### src/awd_pkg.sv
// Functional notes
// [RL1] count only in Normal mode, halted otherwise
// [RL2] counter runs from own oscillator tick
// [RL3] period select: 10 ms doubling, 111 1280 ms
// [RL4] bus read during Stop sets disabled flag
// [RL5] initial fixed timeout, window-open flag held set
// [RL6] period writes during initial phase not applied
// [RL7] first service write must be 0xAA
// [RL8] initial expiry or wrong first code resets
// [RL9] no counter reset in first half
// [RL10] host alternates 0x55/0xAA in second half
// [RL11] window-open flag bit 6 shows permission
// [RL12] window expiry or wrong code resets
// [RL13] debug pin condition disables, bit 7 set
// [RL14] disable clears service state; restart initial phase
// [RL15] low power entry clears service sequence
// [RL16] service writes while disabled are ignored
// [RL17] bits 5..3 read zero, reset all zero
// [RL18] watchdog reset is one pulse, back to initial
// [RL19] code 110 is the 640 ms doubling step
package awd_pkg;
    localparam logic [7:0] CFG_OFFSET     = 8'h10;
    localparam logic [7:0] SVC_OFFSET     = 8'h11;
    localparam logic [7:0] CFG_RESET      = 8'h00;
    localparam int         DISABLED_BIT   = 7;
    localparam int         OPEN_BIT       = 6;
    localparam int         SEL_MSB        = 2;
    localparam logic [2:0] SEL_RESET      = 3'h0;
    localparam logic [7:0] CODE_FIRST     = 8'hAA;
    localparam logic [7:0] CODE_SECOND    = 8'h55;
    localparam int         CLK_PERIOD_NS  = 40;
    localparam int         TICK_NS        = 500000;
    localparam int         TICK_CYCLES    = TICK_NS / CLK_PERIOD_NS;
    localparam int         TICKS_PER_MS   = 1000000 / TICK_NS;
    localparam int         BASE_PERIOD_MS = 10;
    localparam int         INIT_TIMEOUT_MS = 256;
    localparam int         CNT_W          = 12;
    typedef enum logic [1:0] {ST_OFF, ST_INIT, ST_WIN} awd_state_e;
endpackage

### src/awd_window_wdg.sv
`timescale 1ns/1ps
`default_nettype none
module awd_window_wdg #(
    parameter int TICK_CYCLES     = awd_pkg::TICK_CYCLES,
    parameter int INIT_TIMEOUT_MS = awd_pkg::INIT_TIMEOUT_MS
) (
    input  wire logic       sys_clk_in,
    input  wire logic       nrst_in,
    input  wire logic       normal_mode_in,
    input  wire logic       stop_mode_in,
    input  wire logic       high_test_voltage_in,
    input  wire logic       test_n_in,
    input  wire logic       reg_wr_in,
    input  wire logic       reg_rd_in,
    input  wire logic [7:0] reg_addr_in,
    input  wire logic [7:0] reg_wdata_in,
    output logic      [7:0] reg_rdata_out,
    output logic            wdg_reset_out
);
    localparam int CW = awd_pkg::CNT_W;
    localparam logic [CW-1:0] INIT_TICKS =
        CW'(INIT_TIMEOUT_MS * awd_pkg::TICKS_PER_MS);
    localparam logic [CW-1:0] BASE_TICKS =
        CW'(awd_pkg::BASE_PERIOD_MS * awd_pkg::TICKS_PER_MS);

    // every code doubles, so 110 lands on 640 ms and 111 on 1280 ms
    function automatic logic [CW-1:0] period_ticks(input logic [2:0] sel);
        period_ticks = BASE_TICKS << sel; // RL3 RL19
    endfunction

    awd_pkg::awd_state_e state_reg;
    awd_pkg::awd_state_e state_next;
    logic [CW-1:0] cnt_reg;
    logic [CW-1:0] cnt_next;
    logic [7:0]    expect_reg;
    logic [7:0]    expect_next;
    logic [2:0]    period_select_reg;
    logic [2:0]    period_select_next;
    logic [2:0]    per_act_reg;
    logic [2:0]    per_act_next;
    logic          stop_rd_reg;
    logic          stop_rd_next;
    logic          rst_pulse_reg;
    logic          rst_pulse_next;
    logic [7:0]    rdata_reg;
    logic [7:0]    rdata_next;

    logic [1:0]    pins_sync;
    logic          dbg_off;
    logic          tick;
    logic          cfg_wr;
    logic          cfg_rd;
    logic          svc_wr;
    logic [CW-1:0] cur_period;
    logic          window_open_flag;
    logic          wdg_disabled_flag;
    logic [7:0]    cfg_read_val;
    logic          fault;

    awd_sync3 #(
        .W (2)
    ) u_pin_sync (
        .sys_clk_in (sys_clk_in),
        .nrst_in    (nrst_in),
        .async_in   ({high_test_voltage_in, test_n_in}),
        .level_out  (pins_sync)
    );

    // debug disable: high test voltage present while the test pin is grounded
    assign dbg_off = pins_sync[1] & ~pins_sync[0]; // RL13

    // the oscillator stands still outside Normal mode and under debug disable
    awd_tick_gen #(
        .DIV (TICK_CYCLES)
    ) u_tick (
        .sys_clk_in (sys_clk_in),
        .nrst_in    (nrst_in),
        .run_in     (normal_mode_in & ~dbg_off), // RL1 RL2
        .tick_out   (tick)
    );

    assign cfg_wr = reg_wr_in && (reg_addr_in == awd_pkg::CFG_OFFSET);
    assign cfg_rd = reg_rd_in && (reg_addr_in == awd_pkg::CFG_OFFSET);
    assign svc_wr = reg_wr_in && (reg_addr_in == awd_pkg::SVC_OFFSET);

    assign cur_period = period_ticks(per_act_reg);
    assign window_open_flag = (state_reg == awd_pkg::ST_INIT) || // RL5
        ((state_reg == awd_pkg::ST_WIN) && (cnt_reg >= (cur_period >> 1))); // RL9 RL11
    assign wdg_disabled_flag = dbg_off | stop_rd_reg; // RL4 RL13

    always_comb begin
        cfg_read_val = awd_pkg::CFG_RESET; // RL17
        cfg_read_val[awd_pkg::DISABLED_BIT] = wdg_disabled_flag;
        cfg_read_val[awd_pkg::OPEN_BIT]     = window_open_flag; // RL11
        cfg_read_val[awd_pkg::SEL_MSB:0]    = period_select_reg;
    end

    always_comb begin
        state_next         = state_reg;
        cnt_next           = cnt_reg;
        expect_next        = expect_reg;
        period_select_next = period_select_reg;
        per_act_next       = per_act_reg;
        stop_rd_next       = stop_rd_reg;
        rst_pulse_next     = 1'b0;
        rdata_next         = rdata_reg;
        fault              = 1'b0;

        // held in the register only; the running timeout picks it up later
        if (cfg_wr) begin
            period_select_next = reg_wdata_in[awd_pkg::SEL_MSB:0]; // RL6
        end
        if (cfg_rd) begin
            rdata_next = cfg_read_val;
        end else if (reg_rd_in) begin
            rdata_next = 8'h00;
        end
        // a Normal-mode read of the config register clears the stop mark;
        // a Stop-mode read sets it, and the set wins
        if (cfg_rd && normal_mode_in) begin
            stop_rd_next = 1'b0;
        end
        if (reg_rd_in && stop_mode_in) begin
            stop_rd_next = 1'b1; // RL4
        end

        if (dbg_off) begin
            state_next  = awd_pkg::ST_OFF; // RL13 RL14
            cnt_next    = '0;
            expect_next = awd_pkg::CODE_FIRST; // RL14 RL16
        end else if (!normal_mode_in) begin
            // counter frozen, sequence restarts with the first code
            expect_next = awd_pkg::CODE_FIRST; // RL1 RL15
            if (state_reg == awd_pkg::ST_OFF) begin
                state_next = awd_pkg::ST_INIT;
            end
        end else begin
            unique case (state_reg)
                awd_pkg::ST_OFF: begin
                    state_next  = awd_pkg::ST_INIT; // RL14
                    cnt_next    = '0;
                    expect_next = awd_pkg::CODE_FIRST;
                end
                awd_pkg::ST_INIT: begin
                    if (svc_wr) begin
                        if (reg_wdata_in == awd_pkg::CODE_FIRST) begin // RL7
                            state_next   = awd_pkg::ST_WIN;
                            cnt_next     = '0;
                            expect_next  = awd_pkg::CODE_SECOND;
                            per_act_next = period_select_reg;
                        end else begin
                            fault = 1'b1; // RL8
                        end
                    end else if (tick) begin
                        if (cnt_reg == INIT_TICKS - 1'b1) begin
                            fault = 1'b1; // RL5 RL8
                        end else begin
                            cnt_next = cnt_reg + 1'b1;
                        end
                    end
                end
                awd_pkg::ST_WIN: begin
                    if (svc_wr) begin
                        if (window_open_flag && reg_wdata_in == expect_reg) begin // RL9 RL10
                            cnt_next     = '0;
                            expect_next  = (expect_reg == awd_pkg::CODE_FIRST) ?
                                awd_pkg::CODE_SECOND : awd_pkg::CODE_FIRST;
                            per_act_next = period_select_reg;
                        end else begin
                            fault = 1'b1; // RL12
                        end
                    end else if (tick) begin
                        if (cnt_reg == cur_period - 1'b1) begin
                            fault = 1'b1; // RL3 RL12
                        end else begin
                            cnt_next = cnt_reg + 1'b1;
                        end
                    end
                end
                default: begin
                    state_next = awd_pkg::ST_INIT;
                end
            endcase
            if (fault) begin
                rst_pulse_next = 1'b1; // RL18
                state_next     = awd_pkg::ST_INIT;
                cnt_next       = '0;
                expect_next    = awd_pkg::CODE_FIRST;
            end
        end
    end

    always_ff @(posedge sys_clk_in) begin
        if (!nrst_in) begin
            state_reg         <= awd_pkg::ST_INIT;
            cnt_reg           <= '0;
            expect_reg        <= awd_pkg::CODE_FIRST;
            period_select_reg <= awd_pkg::SEL_RESET; // RL17
            per_act_reg       <= awd_pkg::SEL_RESET;
            stop_rd_reg       <= 1'b0;
            rst_pulse_reg     <= 1'b0;
            rdata_reg         <= 8'h00;
        end else begin
            state_reg         <= state_next;
            cnt_reg           <= cnt_next;
            expect_reg        <= expect_next;
            period_select_reg <= period_select_next;
            per_act_reg       <= per_act_next;
            stop_rd_reg       <= stop_rd_next;
            rst_pulse_reg     <= rst_pulse_next;
            rdata_reg         <= rdata_next;
        end
    end

    assign reg_rdata_out = rdata_reg;
    assign wdg_reset_out = rst_pulse_reg;
endmodule // awd_window_wdg
`default_nettype wire

### src/awd_tick_gen.sv
`timescale 1ns/1ps
`default_nettype none
// stands in for the separate watchdog oscillator: a divider on the one clock
module awd_tick_gen #(
    parameter int DIV = 12500
) (
    input  wire logic sys_clk_in,
    input  wire logic nrst_in,
    input  wire logic run_in,
    output logic      tick_out
);
    localparam int W = $clog2(DIV);
    logic [W-1:0] div_reg;
    logic [W-1:0] div_next;
    logic         tick_next;
    logic         tick_reg;

    always_comb begin
        div_next  = div_reg;
        tick_next = 1'b0;
        if (run_in) begin
            if (div_reg == W'(DIV - 1)) begin
                div_next  = '0;
                tick_next = 1'b1;
            end else begin
                div_next = div_reg + 1'b1;
            end
        end
    end

    always_ff @(posedge sys_clk_in) begin
        if (!nrst_in) begin
            div_reg  <= '0;
            tick_reg <= 1'b0;
        end else begin
            div_reg  <= div_next;
            tick_reg <= tick_next;
        end
    end

    assign tick_out = tick_reg;
endmodule // awd_tick_gen
`default_nettype wire

### src/awd_sync3.sv
`timescale 1ns/1ps
`default_nettype none
module awd_sync3 #(
    parameter int W = 1
) (
    input  wire logic         sys_clk_in,
    input  wire logic         nrst_in,
    input  wire logic [W-1:0] async_in,
    output logic      [W-1:0] level_out
);
    logic [W-1:0] s1_reg;
    logic [W-1:0] s2_reg;
    logic [W-1:0] s3_reg;
    logic [W-1:0] lvl_reg;
    logic [W-1:0] lvl_next;

    // a bit changes only once stages two and three agree
    always_comb begin
        for (int i = 0; i < W; i++) begin
            lvl_next[i] = (s2_reg[i] == s3_reg[i]) ? s3_reg[i] : lvl_reg[i];
        end
    end

    always_ff @(posedge sys_clk_in) begin
        if (!nrst_in) begin
            s1_reg  <= '0;
            s2_reg  <= '0;
            s3_reg  <= '0;
            lvl_reg <= '0;
        end else begin
            s1_reg  <= async_in;
            s2_reg  <= s1_reg;
            s3_reg  <= s2_reg;
            lvl_reg <= lvl_next;
        end
    end

    assign level_out = lvl_reg;
endmodule // awd_sync3
`default_nettype wire

### config.mk
export PLATFORM = sky130hd
export DESIGN_NAME = awd_window_wdg
export DESIGN_NICKNAME = d
export VERILOG_FILES = /design/src/awd_pkg.sv /design/src/awd_window_wdg.sv /design/src/awd_tick_gen.sv /design/src/awd_sync3.sv
export SDC_FILE = /design/constraint.sdc
export NUM_CORES = 1
export LEC_CHECK = 0
export ABC_AREA = 1
export BUFFER_PORTS_ARGS = -buffer_cell sky130_fd_sc_hd__buf_2
export CAP_MARGIN = 30
export CORE_MARGIN = 5
export CORE_UTILIZATION = 44
export CTS_CLUSTER_SIZE = 10
export DETAILED_ROUTE_END_ITERATION = 10
export RECOVER_POWER = 50
export SLEW_MARGIN = 30
export SYNTH_ARGS = -nofsm -noshare
export SYNTH_HDL_FRONTEND = slang
export SYNTH_SLANG_ARGS = --single-unit
### constraint.sdc
create_clock -name sys_clk_in -period 3.6 [get_ports sys_clk_in]
set_clock_uncertainty 0.1 [all_clocks]
set_input_delay 0 -clock sys_clk_in [delete_from_list [all_inputs] [get_ports sys_clk_in]]
set_output_delay 0 -clock sys_clk_in [all_outputs]
set_load 0.02 [all_outputs]
==> flow_metrics.tcl <==
set metrics [dict create \
    status "finished clean" \
    synth_area_leaders "dfxtp_1, nand2_1, nor2_1" \
    rsz0062_at_grt "false" \
    p_switching_uw 416.9 \
    cp_slowest_cell "dfxtp_1" \
    cts.repair.resized 0 \
    layout.nets 573 \
    port_buffers 29 \
    io_pins 33 \
    grtUsageTotal_pct 17.39 \
    min-delay-start "reg_addr_in[0]" \
    antenna_cells 0 \
    synth_area_leader_cell "dfxtp_1" \
    whs_endpoint "reg_rdata_out[0]$_SDFFE_PN0P_" \
    gr-total-overflow 0 \
    cts_setup_buffers 0 \
    path_class "flop to flop" \
    min_path_type "input port to flop" \
    min_path_cells 4 \
    dieArea_sq_um 9489 \
    grt_pass1_wl_microns 13990 \
    grt_pass1_vias 3023 \
    wl_per_cell_microns 12.41 \
    yosys_warnings 0 \
    syn-cell-area_sq_um 3362 \
    drtIter0Drc 136 \
    cts_tree "built" \
    totalWireLength_microns 7846 \
    async_flop_share_pct 0 \
    period_needed_ns 2.933 \
    fillCellCount 760 \
    clk_pin_slew_ns 0.10 \
    first_pass_iters 4 \
    setup-violations-final 0 \
    crit_path_end_kind "flop" \
    numCtsBuffers 5 \
    grt_antenna_before_repair 0 \
    start_util_pct 45.86 \
    gp_congestion 0.8940 \
    ctsLongestPathBuffers 2 \
    drc 0 \
    rrSetupSlack_ns 0.67 \
    ir_worst_vdd_v 0.0001586 \
    crit_chain "inv_1 -> nand2_1 -> ha_1 -> xor2_1 -> nand2_1 -> nand2_1 -> nand3_1 -> nor3_2 -> nand3_2 -> nand2_4 -> inv_4 -> nand2_4 -> nand2_4 -> nand2_4 -> nand2_4 -> nand2_1 -> nand2_1 -> nor2_1" \
    combPwrFrac_pct 21.4 \
    core_sq_um 7331 \
    synth-seq-cells 52 \
    cts.sinks 52 \
    dpl.hpwl_microns 5952 \
    p_clk_share_pct 31.2 \
    yosysMostFrequentCell "nand2_1" \
    slowest_delay_ns 0.56 \
    slew_viol_final 0 \
    r2r-start "per_act_reg[1]$_SDFFE_PN0P_" \
    startpoint_type "flop" \
    ant_nets 0 \
    switching_share_pct 31.13 \
    timing.final.hold_violations 0 \
    powerDensity_nw_per_um2 350.6 \
    cts_max_level 2 \
    largest_reg_flops 14 \
    synth_top_area_share_pct 30.96 \
    die_y_microns 97.41 \
    final.setup.tns_ns 0 \
    clkLatencyLatePin_ns 0.31 \
    synth_cells 489 \
    yosysSeqAreaShare_pct 30.96 \
    min_period_over_period_pct 81.47 \
    syn_avg_cell_area_sq_um 6.875 \
    fin_util_pct 52.11 \
    r2r_end "cnt_reg[4]$_SDFFE_PP0P_" \
    internal-power_uw 922.4 \
    cts-root-buf "clkbuf_8" \
    grt_max_degree 18 \
    critPathMaxFanout 17 \
    power_frac_seq_pct 47.4 \
    synth_edf_count 0 \
    required_ns 3.75 \
    synth_common_cells "nand2_1, nor2_1, inv_1, dfxtp_1, nand3_1" \
    ys_types 41 \
    vias 3159 \
    p_leak_uw 0.001707 \
    via_per_inst 4.998 \
    arrival_ns 3.09 \
    drv_cap 0 \
    r2r_cells 18 \
    cts_hold_buf 16 \
    fmax_ghz 0.3410 \
    worstMarginPinSlew_ns 0.7756 \
    relSlewSlack_pct 48.29 \
    yosys_most_used_dff "dfxtp_1" \
    die_w_microns 97.41 \
    rows 31 \
    layout-drive-gt1-share_pct 13.51 \
    syn2layout_area_growth_pct 13.62 \
]
[layout by cell type (no fill, tap or decap), types with 2 or more instances in the layout]
| master | synthesis | layout |
|---|---|---|
| nand2_1 | 97 | 97 |
| nor2_1 | 61 | 61 |
| inv_1 | 57 | 58 |
| dfxtp_1 | 52 | 52 |
| nand3_1 | 42 | 42 |
| a21oi_1 | 31 | 31 |
| o21ai_0 | 22 | 22 |
| buf_2 | 0 | 22 |
| ha_1 | 17 | 17 |
| dlygate4sd3_1 | 0 | 16 |
| xor2_1 | 12 | 12 |
| nand4_1 | 10 | 10 |
| nor3_1 | 10 | 10 |
| nand2_4 | 8 | 8 |
| clkbuf_1 | 3 | 8 |
| nand3_2 | 7 | 7 |
| a21oi_2 | 7 | 7 |
| inv_2 | 6 | 5 |
| nor2_2 | 6 | 5 |
| clkbuf_8 | 1 | 5 |
| nor4_1 | 4 | 4 |
| nand3b_1 | 4 | 4 |
| nand2_2 | 3 | 3 |
| conb_1 | 1 | 3 |
| inv_4 | 2 | 2 |
| a21boi_0 | 2 | 2 |
| nor3b_1 | 2 | 2 |
| o21ai_1 | 2 | 2 |
| nor3_2 | 2 | 2 |
| or2_2 | 2 | 2 |
[power groups by stage]
stage	sequential, uW	clock (uW)	combinational, uW
after floorplan	635	0	230
after global placement	648	0	272
after detailed placement	649	0	275
after CTS	636	433	286
after global routing	641	457	330
final	635	417	286
[worst max-delay path by stage]
stage	startpoint	endpoint	slack, ns	depth (start not counted)
after floorplan	per_act_reg[0]$_SDFFE_PN0P_	cnt_reg[10]$_SDFFE_PP0P_	1.18	21
after global placement	per_act_reg[1]$_SDFFE_PN0P_	cnt_reg[11]$_SDFFE_PP0P_	0.77	18
after detailed placement	per_act_reg[1]$_SDFFE_PN0P_	cnt_reg[4]$_SDFFE_PP0P_	0.68	18
after CTS	per_act_reg[1]$_SDFFE_PN0P_	cnt_reg[4]$_SDFFE_PP0P_	0.67	18
after global routing	per_act_reg[1]$_SDFFE_PN0P_	per_act_reg[1]$_SDFFE_PN0P_	0.26	15
final	per_act_reg[1]$_SDFFE_PN0P_	cnt_reg[4]$_SDFFE_PP0P_	0.67	18
[critical path: cells and delay by family, from the launching register on]
kind                       cells  cell delay, ns
xor gates and xnor gates       1            0.17
DFF                            1            0.56
buffers and inverters          2            0.26
and+or+nand+nor               14            1.52
adders and majority gates      1            0.28
[layout make-up]
class	instances	area [sq um]	area share, %
inverter	65	249.0	6.518
timing repair buffer	45	296.5	7.763
clock inverter	2	38.79	1.015
multi-input combinational	363	1998	52.31
sequential	52	1041	27.25
tap	99	123.9	3.243
clock buffer	6	72.57	1.900
[stage by stage]
stage / setup slack (ns) / std cells / power (uW) / instance area [sq um] / hold slack [ns]
after floorplan: 1.184 / 491 / 865.1 / 3369 / -0.002369
after global placement: 0.7744 / 608 / 919.9 / 3552 / 0.08710
after detailed placement: 0.6777 / 608 / 923.8 / 3552 / 0.08835
after CTS: 0.6652 / 632 / 1355 / 3824 / 0.02257
after global routing: 0.2639 / 632 / 1429 / 3820 / 0.06053
final: 0.6672 / 632 / 1339 / 3820 / 0.02553
[kinds of logic (layout without fill, tap and decap cells)]
group	count (synthesis)	in the layout	share of synthesized area, %
XOR/XNOR	13	13	3.387
adder cells (fa/ha/maj)	17	17	6.327
buffers and inverters	76	118	9.974
AO/OA/AOI/OAI	70	70	12.13
flip-flops	52	52	30.96
other	1	3	0.1115
AND/OR/NAND/NOR	260	260	37.10
[per-layer routing]
metal,routed length (microns),vias to the layer above,GRT usage (%)
li1,-,1670,-
met1,3702,1416,22.99
met2,3697,63,28.89
met3,327,10,2.872
met4,119,0,5.431
met5,0,-,0
No activity file was read; power rests on OpenSTA's default activity.
